$ cat src/rtl/nvsq_pkg.sv
// constants shared by the profile save sequencer, its buffer and its serial writer
// assumes one 20 MHz clock and an 8-bit register port from the control-port logic
package nvsq_pkg;
    // register port addresses
    localparam logic [15:0] ADDR_BUF_BASE        = 16'h0A00; // first buffer slot
    localparam logic [15:0] ADDR_STATUS          = 16'h0B00; // transfer active, read only
    localparam logic [15:0] ADDR_ERROR           = 16'h0B01; // transfer error, read only
    localparam logic [15:0] ADDR_WR_ENABLE       = 16'h0B02; // memory write enable
    localparam logic [15:0] ADDR_SAVE_REQ        = 16'h0B03; // nvm_save_request
    localparam logic [15:0] ADDR_STROBE          = 16'h0232; // transfer strobe, self clearing
    // buffer slots of the example layout
    localparam logic [15:0] GROUP1_BYTE_COUNT    = 16'h0A00;
    localparam logic [15:0] GROUP1_ADDR_HIGH     = 16'h0A01;
    localparam logic [15:0] GROUP1_ADDR_LOW      = 16'h0A02;
    localparam logic [15:0] GROUP2_BYTE_COUNT    = 16'h0A03;
    localparam logic [15:0] GROUP2_ADDR_HIGH     = 16'h0A04;
    localparam logic [15:0] GROUP2_ADDR_LOW      = 16'h0A05;
    localparam logic [15:0] GROUP3_BYTE_COUNT    = 16'h0A06;
    localparam logic [15:0] GROUP3_ADDR_HIGH     = 16'h0A07;
    localparam logic [15:0] GROUP3_ADDR_LOW      = 16'h0A08;
    localparam logic [15:0] STROBE_OPCODE_SLOT   = 16'h0A09;
    localparam logic [15:0] END_OPCODE_SLOT      = 16'h0A0A;
    // field positions
    localparam int          BIT_FLAG             = 0;  // bit 0 of every control byte
    localparam int          BIT_CODE             = 7;  // set for operational codes
    // buffer geometry and operational codes
    localparam int          BUF_BYTES            = 23;
    localparam logic [7:0]  OPC_STROBE           = 8'h80;
    localparam logic [7:0]  OPC_PSEUDO_END       = 8'hFE;
    localparam logic [7:0]  OPC_END              = 8'hFF;
    // values after reset
    localparam logic [7:0]  BUF_RESET_VAL        = 8'hFF; // empty profile: end code only
    // memory geometry and serial framing
    localparam int          NVM_AW               = 9;  // 512 bytes
    localparam int          FRAME_BITS           = NVM_AW + 8;
    localparam int          SCK_HALF_CYCLES      = 1;  // clock cycles per serial half bit
endpackage

$ cat src/rtl/nvsq_strm_if.sv
// valid/ready word carrier between the sequencer, its buffer and the serial writer
// assumes a single clock shared by both ends
`timescale 1ns/10ps
interface nvsq_strm_if #(
    parameter int W = 17
);
    logic         valid; // word offered
    logic         ready; // word accepted when both high
    logic [W-1:0] data;  // memory address and byte
    modport src (output valid, output data, input ready);
    modport snk (input valid, input data, output ready);
endinterface

$ cat src/rtl/nvsq_buf2.sv
// two-entry word buffer; a stall downstream loses no word
// assumes same clock on both sides; async active-low reset
`timescale 1ns/10ps
module nvsq_buf2 #(
    parameter int W = 17
) (
    // clock and reset
    input  wire logic   clk_i,
    input  wire logic   rstn_i,
    // filling and draining sides
    nvsq_strm_if.snk    in_s,
    nvsq_strm_if.src    out_s,
    // state
    output logic        empty_o
);
    logic [W-1:0] mem_reg [2];   // storage, two entries
    logic         wr_ptr_reg;    // next slot to fill
    logic         rd_ptr_reg;    // next slot to drain
    logic [1:0]   cnt_reg;       // words held
    logic         push;
    logic         pop;

    // honest full and empty
    assign in_s.ready  = (cnt_reg != 2'h2);
    assign out_s.valid = (cnt_reg != 2'h0);
    assign out_s.data  = mem_reg[rd_ptr_reg];
    assign empty_o     = (cnt_reg == 2'h0);
    assign push        = in_s.valid & in_s.ready;
    assign pop         = out_s.valid & out_s.ready;

    // storage and pointers
    always_ff @(posedge clk_i or negedge rstn_i) begin
        if (!rstn_i) begin
            mem_reg[0] <= '0;
            mem_reg[1] <= '0;
            wr_ptr_reg <= 1'b0;
            rd_ptr_reg <= 1'b0;
            cnt_reg    <= 2'h0;
        end else begin
            if (push) begin
                mem_reg[wr_ptr_reg] <= in_s.data;
                wr_ptr_reg          <= ~wr_ptr_reg;
            end
            if (pop) begin
                rd_ptr_reg <= ~rd_ptr_reg;
            end
            cnt_reg <= cnt_reg + {1'b0, push} - {1'b0, pop};
        end
    end
endmodule

$ cat src/rtl/nvsq_nvm_wr.sv
// serial master that writes one byte per frame into the configuration memory
// frame: select high, address then data, msb first, data changes while clock low
`timescale 1ns/10ps
module nvsq_nvm_wr (
    // clock and reset
    input  wire logic   clk_i,
    input  wire logic   rstn_i,
    // words to write
    nvsq_strm_if.snk    in_s,
    // serial pins
    output logic        cs_o,
    output logic        sck_o,
    output logic        sdo_o,
    output logic        busy_o
);
    logic [nvsq_pkg::FRAME_BITS-1:0] sh_reg;   // bits left to send
    logic [4:0]                      bits_reg; // bits remaining in frame
    logic                            cs_reg;   // frame open
    logic                            sck_reg;  // serial clock level

    // one word is taken only between frames
    assign in_s.ready = ~cs_reg;
    assign cs_o       = cs_reg;
    assign sck_o      = sck_reg;
    assign sdo_o      = sh_reg[nvsq_pkg::FRAME_BITS-1];
    assign busy_o     = cs_reg;

    // shift engine: two clock cycles per bit
    always_ff @(posedge clk_i or negedge rstn_i) begin
        if (!rstn_i) begin
            sh_reg   <= '0;
            bits_reg <= 5'h00;
            cs_reg   <= 1'b0;
            sck_reg  <= 1'b0;
        end else if (!cs_reg) begin
            if (in_s.valid) begin
                sh_reg   <= in_s.data;
                bits_reg <= 5'(nvsq_pkg::FRAME_BITS);
                cs_reg   <= 1'b1;
            end
        end else if (!sck_reg) begin
            sck_reg <= 1'b1;                    // memory samples on rising edge
        end else begin
            sck_reg  <= 1'b0;
            sh_reg   <= {sh_reg[nvsq_pkg::FRAME_BITS-2:0], 1'b0};
            bits_reg <= bits_reg - 5'h01;
            if (bits_reg == 5'h01) begin
                cs_reg <= 1'b0;                 // frame ends after last bit
            end
        end
    end
endmodule

$ cat src/rtl/nvsq_top.sv
// profile save sequencer: walks the buffer segment and streams bytes to the memory
// assumes the register port and the register bank read port share MCLK_I
`timescale 1ns/10ps

// Notes on behaviour
// buffer holds 23 bytes, seven groups max
// byte 0xFE is the pseudo end code
// pseudo end stops, clears request, frees port
// host re-arms request then writes strobe
// resumed save continues at held memory address
// same register may be saved many times
// group byte one: bit7 zero, count below
// next two bytes: address high then low
// byte 0x80 is the transfer strobe code
// writes to unmapped addresses are ignored
// byte 0xFF ends the transfer
// active status set at start, cleared at end
// strobe updates active bank from buffer bank; a strobe that starts a save gives no update here
// host holds writes until request clears
module nvsq_top #(
    parameter int BUF_N = nvsq_pkg::BUF_BYTES,   // buffer segment size
    parameter int AW    = nvsq_pkg::NVM_AW       // memory address width
) (
    // clock and reset
    input  wire logic        MCLK_I,
    input  wire logic        RSTN_I,
    // register port from the serial control port
    input  wire logic        REG_WR_I,
    input  wire logic [15:0] REG_ADDR_I,
    input  wire logic [7:0]  REG_WDATA_I,
    output logic      [7:0]  REG_RDATA_O,
    output logic             HOST_PORT_EN_O,
    // read port into the device register bank
    output logic      [15:0] CFG_ADDR_O,
    input  wire logic [7:0]  CFG_DATA_I,
    output logic             UPDATE_O,
    // status
    output logic             STATUS_ACTIVE_O,
    // memory serial pins
    output logic             NVM_CS_O,
    output logic             NVM_SCK_O,
    output logic             NVM_SDO_O
);
    typedef enum logic [2:0] {
        S_IDLE,   // waiting for strobe
        S_CMD,    // decode buffer byte
        S_AHI,    // address high byte
        S_ALO,    // address low byte
        S_RD,     // present register address
        S_DAT,    // push register value
        S_DRAIN   // let the writer empty
    } nvsq_state_t;

    localparam int FW = AW + 8;  // word carried to the writer

    if (BUF_N < 3 || BUF_N > 31) begin : g_chk_buf
        $error("buffer size out of range");
    end
    if (AW != nvsq_pkg::NVM_AW) begin : g_chk_aw
        $error("memory address width must match the writer");
    end

    // true when an address falls in the buffer segment
    function automatic logic is_buf(input logic [15:0] a);
        is_buf = (a >= nvsq_pkg::ADDR_BUF_BASE) &&
                 (a < nvsq_pkg::ADDR_BUF_BASE + 16'(BUF_N));
    endfunction

    // buffer slot index of an address
    function automatic logic [4:0] buf_idx(input logic [15:0] a);
        logic [15:0] d;
        d = a - nvsq_pkg::ADDR_BUF_BASE;
        buf_idx = d[4:0];
    endfunction

    nvsq_state_t     state_reg;       // sequencer state
    logic [7:0]      buf_mem [BUF_N]; // buffer segment storage
    logic [4:0]      ptr_reg;         // buffer byte being walked
    logic [6:0]      cnt_reg;         // group bytes left minus one
    logic [15:0]     raddr_reg;       // register address being saved
    logic [AW:0]     naddr_reg;       // memory address, top bit means full
    logic            active_reg;      // transfer in process
    logic            err_reg;         // transfer error seen
    logic            wren_reg;        // memory write enable
    logic            save_req_reg;    // nvm_save_request
    logic            resume_reg;      // last save paused on pseudo end
    logic            pause_reg;       // current save is ending on pseudo end
    logic            update_reg;      // active bank update pulse
    logic [7:0]      rdata_reg;       // register read data
    logic            host_wr;         // host write accepted
    logic            strobe_wr;       // host wrote strobe bit
    logic            start;           // save begins this cycle
    logic            ptr_ok;          // pointer inside buffer
    logic [7:0]      cur;             // buffer byte under pointer
    logic            push_valid;      // word offered to buffer
    logic [7:0]      push_byte;       // byte of that word
    logic            adv;             // word taken this cycle
    logic            fifo_empty;      // buffer holds nothing
    logic            wr_busy;         // writer frame open
    logic            drain_done;      // every word written, writer idle

    nvsq_strm_if #(.W(FW)) seq_s ();
    nvsq_strm_if #(.W(FW)) nvm_s ();

    // host is locked out while a transfer runs; only status reads stay useful
    assign host_wr   = REG_WR_I & ~active_reg;
    assign strobe_wr = host_wr & (REG_ADDR_I == nvsq_pkg::ADDR_STROBE) &
                       REG_WDATA_I[nvsq_pkg::BIT_FLAG];
    assign start     = strobe_wr & save_req_reg & wren_reg & (state_reg == S_IDLE);
    assign ptr_ok    = (ptr_reg < 5'(BUF_N));
    assign cur       = ptr_ok ? buf_mem[ptr_reg] : nvsq_pkg::OPC_END;
    assign adv       = push_valid & seq_s.ready;
    assign drain_done = (state_reg == S_DRAIN) & fifo_empty & ~wr_busy;

    // buffer segment: written by host only, outside a transfer
    always_ff @(posedge MCLK_I or negedge RSTN_I) begin
        if (!RSTN_I) begin
            for (int i = 0; i < BUF_N; i++) begin
                buf_mem[i] <= nvsq_pkg::BUF_RESET_VAL;
            end
        end else if (host_wr && is_buf(REG_ADDR_I)) begin
            buf_mem[buf_idx(REG_ADDR_I)] <= REG_WDATA_I;
        end
    end

    // control bits; writes elsewhere fall through with no effect
    always_ff @(posedge MCLK_I or negedge RSTN_I) begin
        if (!RSTN_I) begin
            wren_reg     <= 1'b0;
            save_req_reg <= 1'b0;
        end else begin
            if (host_wr && REG_ADDR_I == nvsq_pkg::ADDR_WR_ENABLE) begin
                wren_reg <= REG_WDATA_I[nvsq_pkg::BIT_FLAG];
            end
            if (host_wr && REG_ADDR_I == nvsq_pkg::ADDR_SAVE_REQ) begin
                save_req_reg <= REG_WDATA_I[nvsq_pkg::BIT_FLAG];
            end else if (drain_done) begin
                save_req_reg <= 1'b0;
            end
        end
    end

    // strobe outside a save copies the buffer bank into the active bank
    always_ff @(posedge MCLK_I or negedge RSTN_I) begin
        if (!RSTN_I) begin
            update_reg <= 1'b0;
        end else begin
            update_reg <= strobe_wr & ~start;
        end
    end

    // register read data, one cycle after the address
    always_ff @(posedge MCLK_I or negedge RSTN_I) begin
        if (!RSTN_I) begin
            rdata_reg <= 8'h00;
        end else if (REG_ADDR_I == nvsq_pkg::ADDR_STATUS) begin
            rdata_reg <= {7'h00, active_reg};
        end else if (active_reg) begin
            rdata_reg <= 8'h00;                           // only status during transfer
        end else if (is_buf(REG_ADDR_I)) begin
            rdata_reg <= buf_mem[buf_idx(REG_ADDR_I)];
        end else if (REG_ADDR_I == nvsq_pkg::ADDR_ERROR) begin
            rdata_reg <= {7'h00, err_reg};
        end else if (REG_ADDR_I == nvsq_pkg::ADDR_WR_ENABLE) begin
            rdata_reg <= {7'h00, wren_reg};
        end else if (REG_ADDR_I == nvsq_pkg::ADDR_SAVE_REQ) begin
            rdata_reg <= {7'h00, save_req_reg};
        end else begin
            rdata_reg <= 8'h00;                           // unmapped reads as zero
        end
    end

    // word offered to the buffer in each state
    always_comb begin
        push_valid = 1'b0;
        push_byte  = 8'h00;
        case (state_reg)
            S_CMD: begin
                if (ptr_ok && !naddr_reg[AW]) begin
                    if (cur == nvsq_pkg::OPC_END || cur == nvsq_pkg::OPC_STROBE ||
                        !cur[nvsq_pkg::BIT_CODE]) begin
                        push_valid = 1'b1;
                        push_byte  = cur;
                    end
                end
            end
            S_AHI, S_ALO: begin
                push_valid = ~naddr_reg[AW];
                push_byte  = cur;
            end
            S_DAT: begin
                push_valid = ~naddr_reg[AW];
                push_byte  = CFG_DATA_I;
            end
            default: begin
                push_valid = 1'b0;
                push_byte  = 8'h00;
            end
        endcase
    end

    assign seq_s.valid = push_valid;
    assign seq_s.data  = {naddr_reg[AW-1:0], push_byte};

    // sequencer state
    always_ff @(posedge MCLK_I or negedge RSTN_I) begin
        if (!RSTN_I) begin
            state_reg <= S_IDLE;
        end else begin
            case (state_reg)
                S_IDLE: begin
                    if (start) begin
                        state_reg <= S_CMD;
                    end
                end
                S_CMD: begin
                    if (!ptr_ok || naddr_reg[AW]) begin
                        state_reg <= S_DRAIN;             // ran off the buffer or memory
                    end else if (cur == nvsq_pkg::OPC_PSEUDO_END) begin
                        state_reg <= S_DRAIN;
                    end else if (cur == nvsq_pkg::OPC_END) begin
                        if (adv) begin
                            state_reg <= S_DRAIN;
                        end
                    end else if (cur == nvsq_pkg::OPC_STROBE) begin
                        state_reg <= S_CMD;
                    end else if (!cur[nvsq_pkg::BIT_CODE]) begin
                        if (adv) begin
                            state_reg <= S_AHI;
                        end
                    end else begin
                        state_reg <= S_DRAIN;             // unknown code
                    end
                end
                S_AHI: begin
                    if (naddr_reg[AW]) begin
                        state_reg <= S_DRAIN;
                    end else if (adv) begin
                        state_reg <= S_ALO;
                    end
                end
                S_ALO: begin
                    if (naddr_reg[AW]) begin
                        state_reg <= S_DRAIN;
                    end else if (adv) begin
                        state_reg <= S_RD;
                    end
                end
                S_RD: begin
                    state_reg <= S_DAT;                   // bank data valid next cycle
                end
                S_DAT: begin
                    if (naddr_reg[AW]) begin
                        state_reg <= S_DRAIN;
                    end else if (adv) begin
                        state_reg <= (cnt_reg == 7'h00) ? S_CMD : S_RD;
                    end
                end
                S_DRAIN: begin
                    if (drain_done) begin
                        state_reg <= S_IDLE;
                    end
                end
                default: begin
                    state_reg <= S_IDLE;
                end
            endcase
        end
    end

    // buffer pointer, group count and register address
    always_ff @(posedge MCLK_I or negedge RSTN_I) begin
        if (!RSTN_I) begin
            ptr_reg   <= 5'h00;
            cnt_reg   <= 7'h00;
            raddr_reg <= 16'h0000;
        end else if (start) begin
            ptr_reg <= 5'h00;                             // each segment walks from slot 0
        end else begin
            if (adv && state_reg != S_DAT) begin
                ptr_reg <= ptr_reg + 5'h01;
            end
            if (adv && state_reg == S_CMD) begin
                cnt_reg <= cur[6:0];
            end
            if (adv && state_reg == S_AHI) begin
                raddr_reg[15:8] <= cur;
            end
            if (adv && state_reg == S_ALO) begin
                raddr_reg[7:0] <= cur;
            end
            if (adv && state_reg == S_DAT) begin
                raddr_reg <= raddr_reg + 16'h0001;
                cnt_reg   <= cnt_reg - 7'h01;
            end
        end
    end

    // memory address: kept across a pseudo end, cleared on a fresh save
    always_ff @(posedge MCLK_I or negedge RSTN_I) begin
        if (!RSTN_I) begin
            naddr_reg <= '0;
        end else if (start && !resume_reg) begin
            naddr_reg <= '0;
        end else if (adv) begin
            naddr_reg <= naddr_reg + 1'b1;
        end
    end

    // transfer status, error and pause bookkeeping
    always_ff @(posedge MCLK_I or negedge RSTN_I) begin
        if (!RSTN_I) begin
            active_reg <= 1'b0;
            err_reg    <= 1'b0;
            pause_reg  <= 1'b0;
            resume_reg <= 1'b0;
        end else begin
            if (start) begin
                active_reg <= 1'b1;
                err_reg    <= 1'b0;
                pause_reg  <= 1'b0;
            end else if (drain_done) begin
                active_reg <= 1'b0;
                resume_reg <= pause_reg;
            end
            if (state_reg == S_CMD && ptr_ok && !naddr_reg[AW] &&
                cur == nvsq_pkg::OPC_PSEUDO_END) begin
                pause_reg <= 1'b1;
            end
            // a bad code, a missing end or a full memory marks the save as failed
            if ((state_reg == S_CMD && (!ptr_ok || (cur[nvsq_pkg::BIT_CODE] &&
                 cur != nvsq_pkg::OPC_END && cur != nvsq_pkg::OPC_STROBE &&
                 cur != nvsq_pkg::OPC_PSEUDO_END))) ||
                (state_reg != S_IDLE && state_reg != S_DRAIN && naddr_reg[AW])) begin
                err_reg <= 1'b1;
            end
        end
    end

    // register bank address for the value being saved
    assign CFG_ADDR_O = raddr_reg;

    // two-entry buffer between the walker and the serial writer
    nvsq_buf2 #(.W(FW)) u_buf (
        .clk_i   (MCLK_I),
        .rstn_i  (RSTN_I),
        .in_s    (seq_s),
        .out_s   (nvm_s),
        .empty_o (fifo_empty)
    );

    // serial writer into the configuration memory
    nvsq_nvm_wr u_wr (
        .clk_i  (MCLK_I),
        .rstn_i (RSTN_I),
        .in_s   (nvm_s),
        .cs_o   (NVM_CS_O),
        .sck_o  (NVM_SCK_O),
        .sdo_o  (NVM_SDO_O),
        .busy_o (wr_busy)
    );

    assign REG_RDATA_O     = rdata_reg;
    assign HOST_PORT_EN_O  = ~active_reg;
    assign STATUS_ACTIVE_O = active_reg;
    assign UPDATE_O        = update_reg;
endmodule

$ cat config.mk
export PLATFORM = sky130hd
export DESIGN_NAME = nvsq_top
export DESIGN_NICKNAME = d
export VERILOG_FILES = /design/src/rtl/nvsq_pkg.sv /design/src/rtl/nvsq_strm_if.sv /design/src/rtl/nvsq_buf2.sv /design/src/rtl/nvsq_nvm_wr.sv /design/src/rtl/nvsq_top.sv
export SDC_FILE = /design/constraint.sdc
export NUM_CORES = 1
export LEC_CHECK = 0
export BUFFER_PORTS_ARGS = -buffer_cell sky130_fd_sc_hd__buf_2
export CAP_MARGIN = 20
export CORE_MARGIN = 1.5
export CORE_UTILIZATION = 44
export CTS_CLUSTER_SIZE = 8
export DETAILED_ROUTE_END_ITERATION = 10
export GPL_TIMING_DRIVEN = 0
export SETUP_SLACK_MARGIN = 0.1
export SYNTH_ARGS = -nofsm -noshare
export SYNTH_HDL_FRONTEND = slang
export SYNTH_SLANG_ARGS = --single-unit
$ cat constraint.sdc
create_clock -name MCLK_I -period 4.4 [get_ports MCLK_I]
set_clock_uncertainty 0.1 [all_clocks]
set_input_delay 0.66 -clock MCLK_I [delete_from_list [all_inputs] [get_ports MCLK_I]]
set_output_delay 0.66 -clock MCLK_I [all_outputs]
set_load 0.03 [all_outputs]
==> Word level (Yosys, flattened, before mapping) <==
Index checks and enable logic that the tools add are counted.
{ "word_totals": {"reg_bits": 302, "input_bits": 35, "output_inout_bits": 30, "word_cells": 238} }
{ "op_classes": {"add_sub_neg": 8, "order_cmp": 9, "eq_ne": 29, "n_mux": 71, "bitwise_logic": 21, "reduce_logical": 54} }
{ "op_table": {"columns": ["cell", "n"], "rows": [
  ["184-bit bitwise mux", 1],
  ["17-bit two-way mux", 7],
  ["8-bit two-way mux", 13],
  ["8-bit binary-select mux with 5-bit select", 2],
  ["16-bit by 12-bit equality test with 1-bit output (second input constant)", 4],
  ["3-bit two-way mux", 16],
  ["8-bit demux with 5-bit select", 1],
  ["34-bit bitwise mux", 1],
  ["5-bit two-way mux", 5],
  ["8-bit equality test (second input constant)", 3],
  ["8-bit inequality test (second input constant)", 3],
  ["8-bit one-hot mux with 3 select lines", 1],
  ["1-bit logical AND", 22],
  ["2-bit nonzero test", 11],
  ["3-bit one-hot mux with 7 select lines", 1],
  ["10-bit two-way mux", 2],
  ["17-bit demux with 1-bit select", 1],
  ["16-bit by 1-bit adder with 16-bit output (second input constant)", 1],
  ["16-bit by 10-bit equality test with 1-bit output (second input constant)", 1],
  ["16-bit by 12-bit greater-or-equal comparator with 1-bit output (second input constant)", 1],
  ["16-bit by 12-bit < comparator with 1-bit output (second input constant)", 1],
  ["1-bit two-way mux", 16],
  ["16-bit two-way mux", 1],
  ["3-bit inequality test (second input constant)", 5],
  ["other kinds (34)", 72]
]} }

==> Depth between registers and ports, before layout <==
{ "logic_depth": {"word_depth": 19, "mapped_depth": 14, "depth_no_buf": 11} }

==> Cells and area by module <==
Synthesis repeated with hierarchy kept, for this count alone.
{ "unflattened": {"cells_unflattened": 1366, "area_unflattened_um2": 16667.2} }
{ "by_module_without_submodules": {"columns": ["mod", "n_inst", "cells_per_inst", "area_per_inst_um2", "seq_area_each_um2"], "rows": [
  ["nvsq_top", 1, 1146, 13674.4, 6236.0],
  ["nvsq_buf2", 1, 109, 1785.5, 950.9],
  ["nvsq_nvm_wr", 1, 111, 1207.4, 600.6]
]} }

==> Worst setup path before layout <==
Ideal clock, no wire load.
{ "synth_timing": {"path_type": "reg2reg", "start": "register ptr_reg[1]", "end": "register u_buf.mem_reg[28] (netlist bit)", "setup_time_ps": 125, "arrival_ps": 2924, "required_time_ps": 4175, "slack_ps": 1251, "path_stages_with_launch": 12, "n_path_buf": 3, "period_less_slack_ps": 3149, "path_cell_list": "dfrtp_1 -> buf_4 -> clkbuf_1 -> mux4_2 -> o211ai_1 -> nand4_1 -> nor4_1 -> a21o_2 -> o31ai_4 -> nor2_4 -> buf_4 -> mux2_2"} }
{ "synth_via": {"elab_chain_len": 12, "word_cells_on_any_way": 16, "cone_classes": "1 x order compare; 2 x eq/ne; 7 x mux; 2 x bitwise; 4 x reduce/logical"} }
{ "synth_rtl": {"columns": ["item", "line", "rtl"], "rows": [
  ["from (decl)", "nvsq_top.sv:78", "logic [4:0] ptr_reg;"],
  ["from (signal assigned)", "nvsq_top.sv:281", "ptr_reg <= ptr_reg + 5'h01;"],
  ["5-bit inverter with 6-bit output (not written as such)", "nvsq_top.sv:111", "assign cur = ptr_ok ? buf_mem[ptr_reg] : nvsq_pkg::OPC_END;"],
  ["8-bit binary-select mux with 5-bit select", "nvsq_top.sv:111", null],
  ["8-bit two-way mux (not written as such) (2 in series)", "nvsq_top.sv:111", null],
  ["8-bit two-way mux", "nvsq_top.sv:111", null],
  ["8-bit equality test", "nvsq_top.sv:180", "if (cur == nvsq_pkg::OPC_END || cur == nvsq_pkg::OPC_STROBE ||"],
  ["1-bit logical OR (2 in series)", "nvsq_top.sv:180", null],
  ["1-bit two-way mux", "nvsq_top.sv:180", null],
  ["1-bit two-way mux *", "nvsq_top.sv:179", "if (ptr_ok && !naddr_reg[AW]) begin"],
  ["1-bit one-hot mux with 2 select lines *", "nvsq_top.sv:177", "case (state_reg)"],
  ["1-bit bitwise AND *", "nvsq_buf2.sv:28", "assign push = in_s.valid & in_s.ready;"],
  ["to (signal, indexed assignment)", "nvsq_buf2.sv:41", "mem_reg[wr_ptr_reg] <= in_s.data;"],
  ["to (decl)", "nvsq_buf2.sv:16", "logic [W-1:0] mem_reg [2];"]
]} }
Mark *: on every way between the ends. The rest lies on a longest branch, timed or not. The select of a mux whose other input is x is not followed.
A chain may end at the register's enable or synchronous reset.

==> Worst setup path in the final report <==
{ "layout_timing": {"start": "register ptr_reg[0]", "end": "register u_buf.mem_reg[31] (netlist bit)"} }
Same word-level chain as after synthesis.

==> flow_summary.yaml <==
global_routing:
  grt_pass1_wl_mm: 72.5
  antenna_found_initial: 1
  grt_start_max_net_pins: 128
  met3_usage_pct: 3.99
  top_usage_layer: "met2"
  met2_usage_pct: 40.2
  use_met1_pct: 33.9
  grt_usage_pct: 24.8
  overflow: 0
  grt_pass1_vias: 11949
clocking:
  worstSkewPairLatency_ns: 0.54
  cts.htree.levels: 2
  clockBufferDepth: 3
  cts_tree: "done"
  clock-sinks: 302
  numCtsBuffers: 43
  clk_pin_slew_ns: 0.05
  clock-root-buffer: "clkbuf_16"
worst_setup_path:
  rr_worst_depth: 12
  cp_common_cell: "buf_4"
  slowest_stage: "mux4_2"
  worst-path-max-fanout: 10
  worstSetupStartpointType: "register"
  crit_buf_inv: 4
  worst_setup_path_end_kind: "register"
  cp.arrival_ns: 4.43
  r2r_end: "u_buf.mem_reg[31]"
  r2r_slack_ns: 0.28
  cp_cell_sequence: "buf_4, buf_6, mux4_2, o211ai_1, nand3_2, nor4_2, a21o_2, o31ai_4, buf_4, nor2_4, buf_4, mux2_2"
  cp.depth: 12
  crit_family: "multiplexers"
  cp.required_ns: 4.71
  timing.rr.start: "ptr_reg[0]"
  crit_type: "register to register"
  slowest_delay_ns: 0.56
place:
  gp_congestion: 0.902
  dp_hpwl_mm: 32.5
  port_buffers: 60
  placed_cells: 1887
routing:
  first_pass_iters: 6
  via_per_inst: 6.07
  drc: 0
  wl_per_cell_um: 23.8
  postRouteAntennaNets: 0
  wirelength_mm: 46.6
  vias: 11863
  drt_iter0_markers: 913
hold_path:
  hold_depth: 2
  hp-start: "REG_WDATA_I[2]"
  holdPathEnd: "buf_mem[18]"
  hp-class: "input pin to register"
sta:
  rsz0062_at_grt: "no"
  slew_violations: 0
  post-route-min-period_ns: 4.12
  hold_viol_final: 0
  timing.hold.ws_ns: 0.352
  fin_setup_tns_ns: 0
  fmax_ghz: 0.243
  fin_crit_sh_pct: 93.6
  slew_headroom_pct: 25.1
  setup_viol: 0
  worst_pin_slew_ns: 1.12
synthesis:
  synth_edf_count: 0
  yosysSeqAreaShare_pct: 47.9
  ys_warn_count: 0
  syn_area_um2: 16300
  synth_seq_cells: 302
  synth_cell_types: 68
  syn_area_per_cell_um2: 12.0
  synth_ff_type: "dfstp_2"
  async_reset_ff_share_pct: 100
  synthesis.instances: 1355
  syn_nets: 1398
finish:
  mostFrequentLayoutCell: "mux2_2"
  drive_gt1_share_pct: 40.1
  area_growth_pct: 13.4
  instances_no_fill: 1954
  final_nets: 1511
  num_antenna_cells: 0
  layout_common_cells: "mux2_2 (197), dfstp_2 (184), dfrtp_1 (118), nor2_1 (104), mux2i_1 (95)"
  largest_reg_flops: 184
pwr:
  swShare_pct: 22.3
  seq_power_share_pct: 47.0
  vdd_drop_max_mv: 0.260
  p_clk_share_pct: 49.6
  power_density_nw_per_um2: 322
  power.internal_w: 0.00462
  leakagePower_nw: 7.41
  combPwrFrac_pct: 3.4
  power.switching_w: 0.00133
floorplanning:
  start_util_pct: 44.6
  die_area_um2: 38100
  die_w_um: 195
  boundaryPins: 65
  coreArea_um2: 36500
  die_h_um: 195
  std_cell_rows: 70
job:
  maxCapViolCount: 0
run_status:
  run_status: "finished clean"
## synth_stat cells (all sizes together) (5+ instances only)
| master | number | area, µm² |
|---|---|---|
| mux2 | 213 | 2430 |
| dfstp | 184 | 4830 |
| dfrtp | 118 | 2950 |
| nor2 | 105 | 402 |
| mux2i | 95 | 951 |
| nand2 | 86 | 330 |
| o21ai | 72 | 360 |
| clkbuf | 63 | 236 |
| mux4 | 60 | 1350 |
| a22oi | 42 | 315 |
| a21oi | 40 | 200 |
| nand3 | 34 | 170 |
| buf | 27 | 183 |
| inv | 25 | 96.4 |
| a31oi | 19 | 119 |
| o22a | 16 | 140 |
| nor3 | 13 | 65.1 |
| nor2b | 12 | 75.1 |
| o211ai | 11 | 82.6 |
| and3 | 10 | 62.6 |
| ha | 8 | 100 |
| nand2b | 8 | 50.1 |
| o221ai | 8 | 70.1 |
| a211oi | 7 | 52.6 |
| nand4 | 7 | 50.1 |
| o31ai | 6 | 58.8 |
| or4 | 6 | 45.0 |
| xnor2 | 6 | 52.6 |
| nor4 | 5 | 46.3 |
## final cells by class
| cell class | count | area, µm² |
|---|---|---|
| multi-input combinational | 938 | 7980 |
| buffer | 90 | 423 |
| clock buffer | 62 | 1150 |
| sequential | 302 | 7790 |
| clock inverter | 1 | 8.76 |
| tap | 468 | 586 |
| fill | 3247 | 18100 |
| inverter | 25 | 96.3 |
| timing repair buffer | 68 | 420 |
## power by group through the flow
stage	combinational (W)	clock (W)	sequential (W)
2_1_floorplan	0.0000794	0	0.00283
3_3_place_gp	0.000198	0	0.00283
3_5_place_dp	0.000205	0	0.00283
4_1_cts	0.000207	0.00301	0.00279
5_1_grt	0.000223	0.00313	0.00279
6_report	0.000204	0.00295	0.00279
## worst max-delay path by stage
stage                              to  slack (ns)        from
global placement       REG_RDATA_O[7]       -3.05      RSTN_I
global route        u_buf.mem_reg[31]        0.12  ptr_reg[0]
finish              u_buf.mem_reg[31]        0.28  ptr_reg[0]
detailed placement   u_buf.mem_reg[0]       -0.18  ptr_reg[1]
CTS                 u_buf.mem_reg[31]        0.12  ptr_reg[0]
floorplan           u_buf.mem_reg[28]        1.25  ptr_reg[1]
## what timing repair did
action | in CTS | in global routing
hold endpoints to repair | 59 | 0
gates resized for setup | 2 | 4
setup buffers | 2 | 1
endpoints found under the setup margin | 35 | 13
pin swaps | 1 | 0
hold buffers | 1 | 0
## metrics by stage
step / setup WS, ns / util, % / total power, W / instance area [µm²]
5_1_grt: 0.125 / 50.5 / 0.00614 / 18400
6_report: 0.283 / 50.5 / 0.00594 / 18400
3_5_place_dp: -0.181 / 47.2 / 0.00304 / 17200
4_1_cts: 0.115 / 50.5 / 0.00601 / 18400
3_3_place_gp: -3.05 / 47.0 / 0.00303 / 17200
2_1_floorplan: 1.25 / - / 0.00291 / 16300
## kinds of logic after synthesis
kind of cell             synth area share, %
buffers and inverters                   3.17
multiplexers                            29.1
flip-flops                              47.9
XOR/XNOR                               0.431
adder cells (fa/ha/maj)                0.615
AND/OR/NAND/NOR                         8.80
AO/OA/AOI/OAI                           10.0
## per-layer routing
layer  vias to the layer above  share of wire (%)
met5                         -                  0
met4                         0                3.3
met3                        85                5.5
met2                       360                 48
met1                      6143                 44
li1                       5275                  -
(Power assumes the default switching activity.)
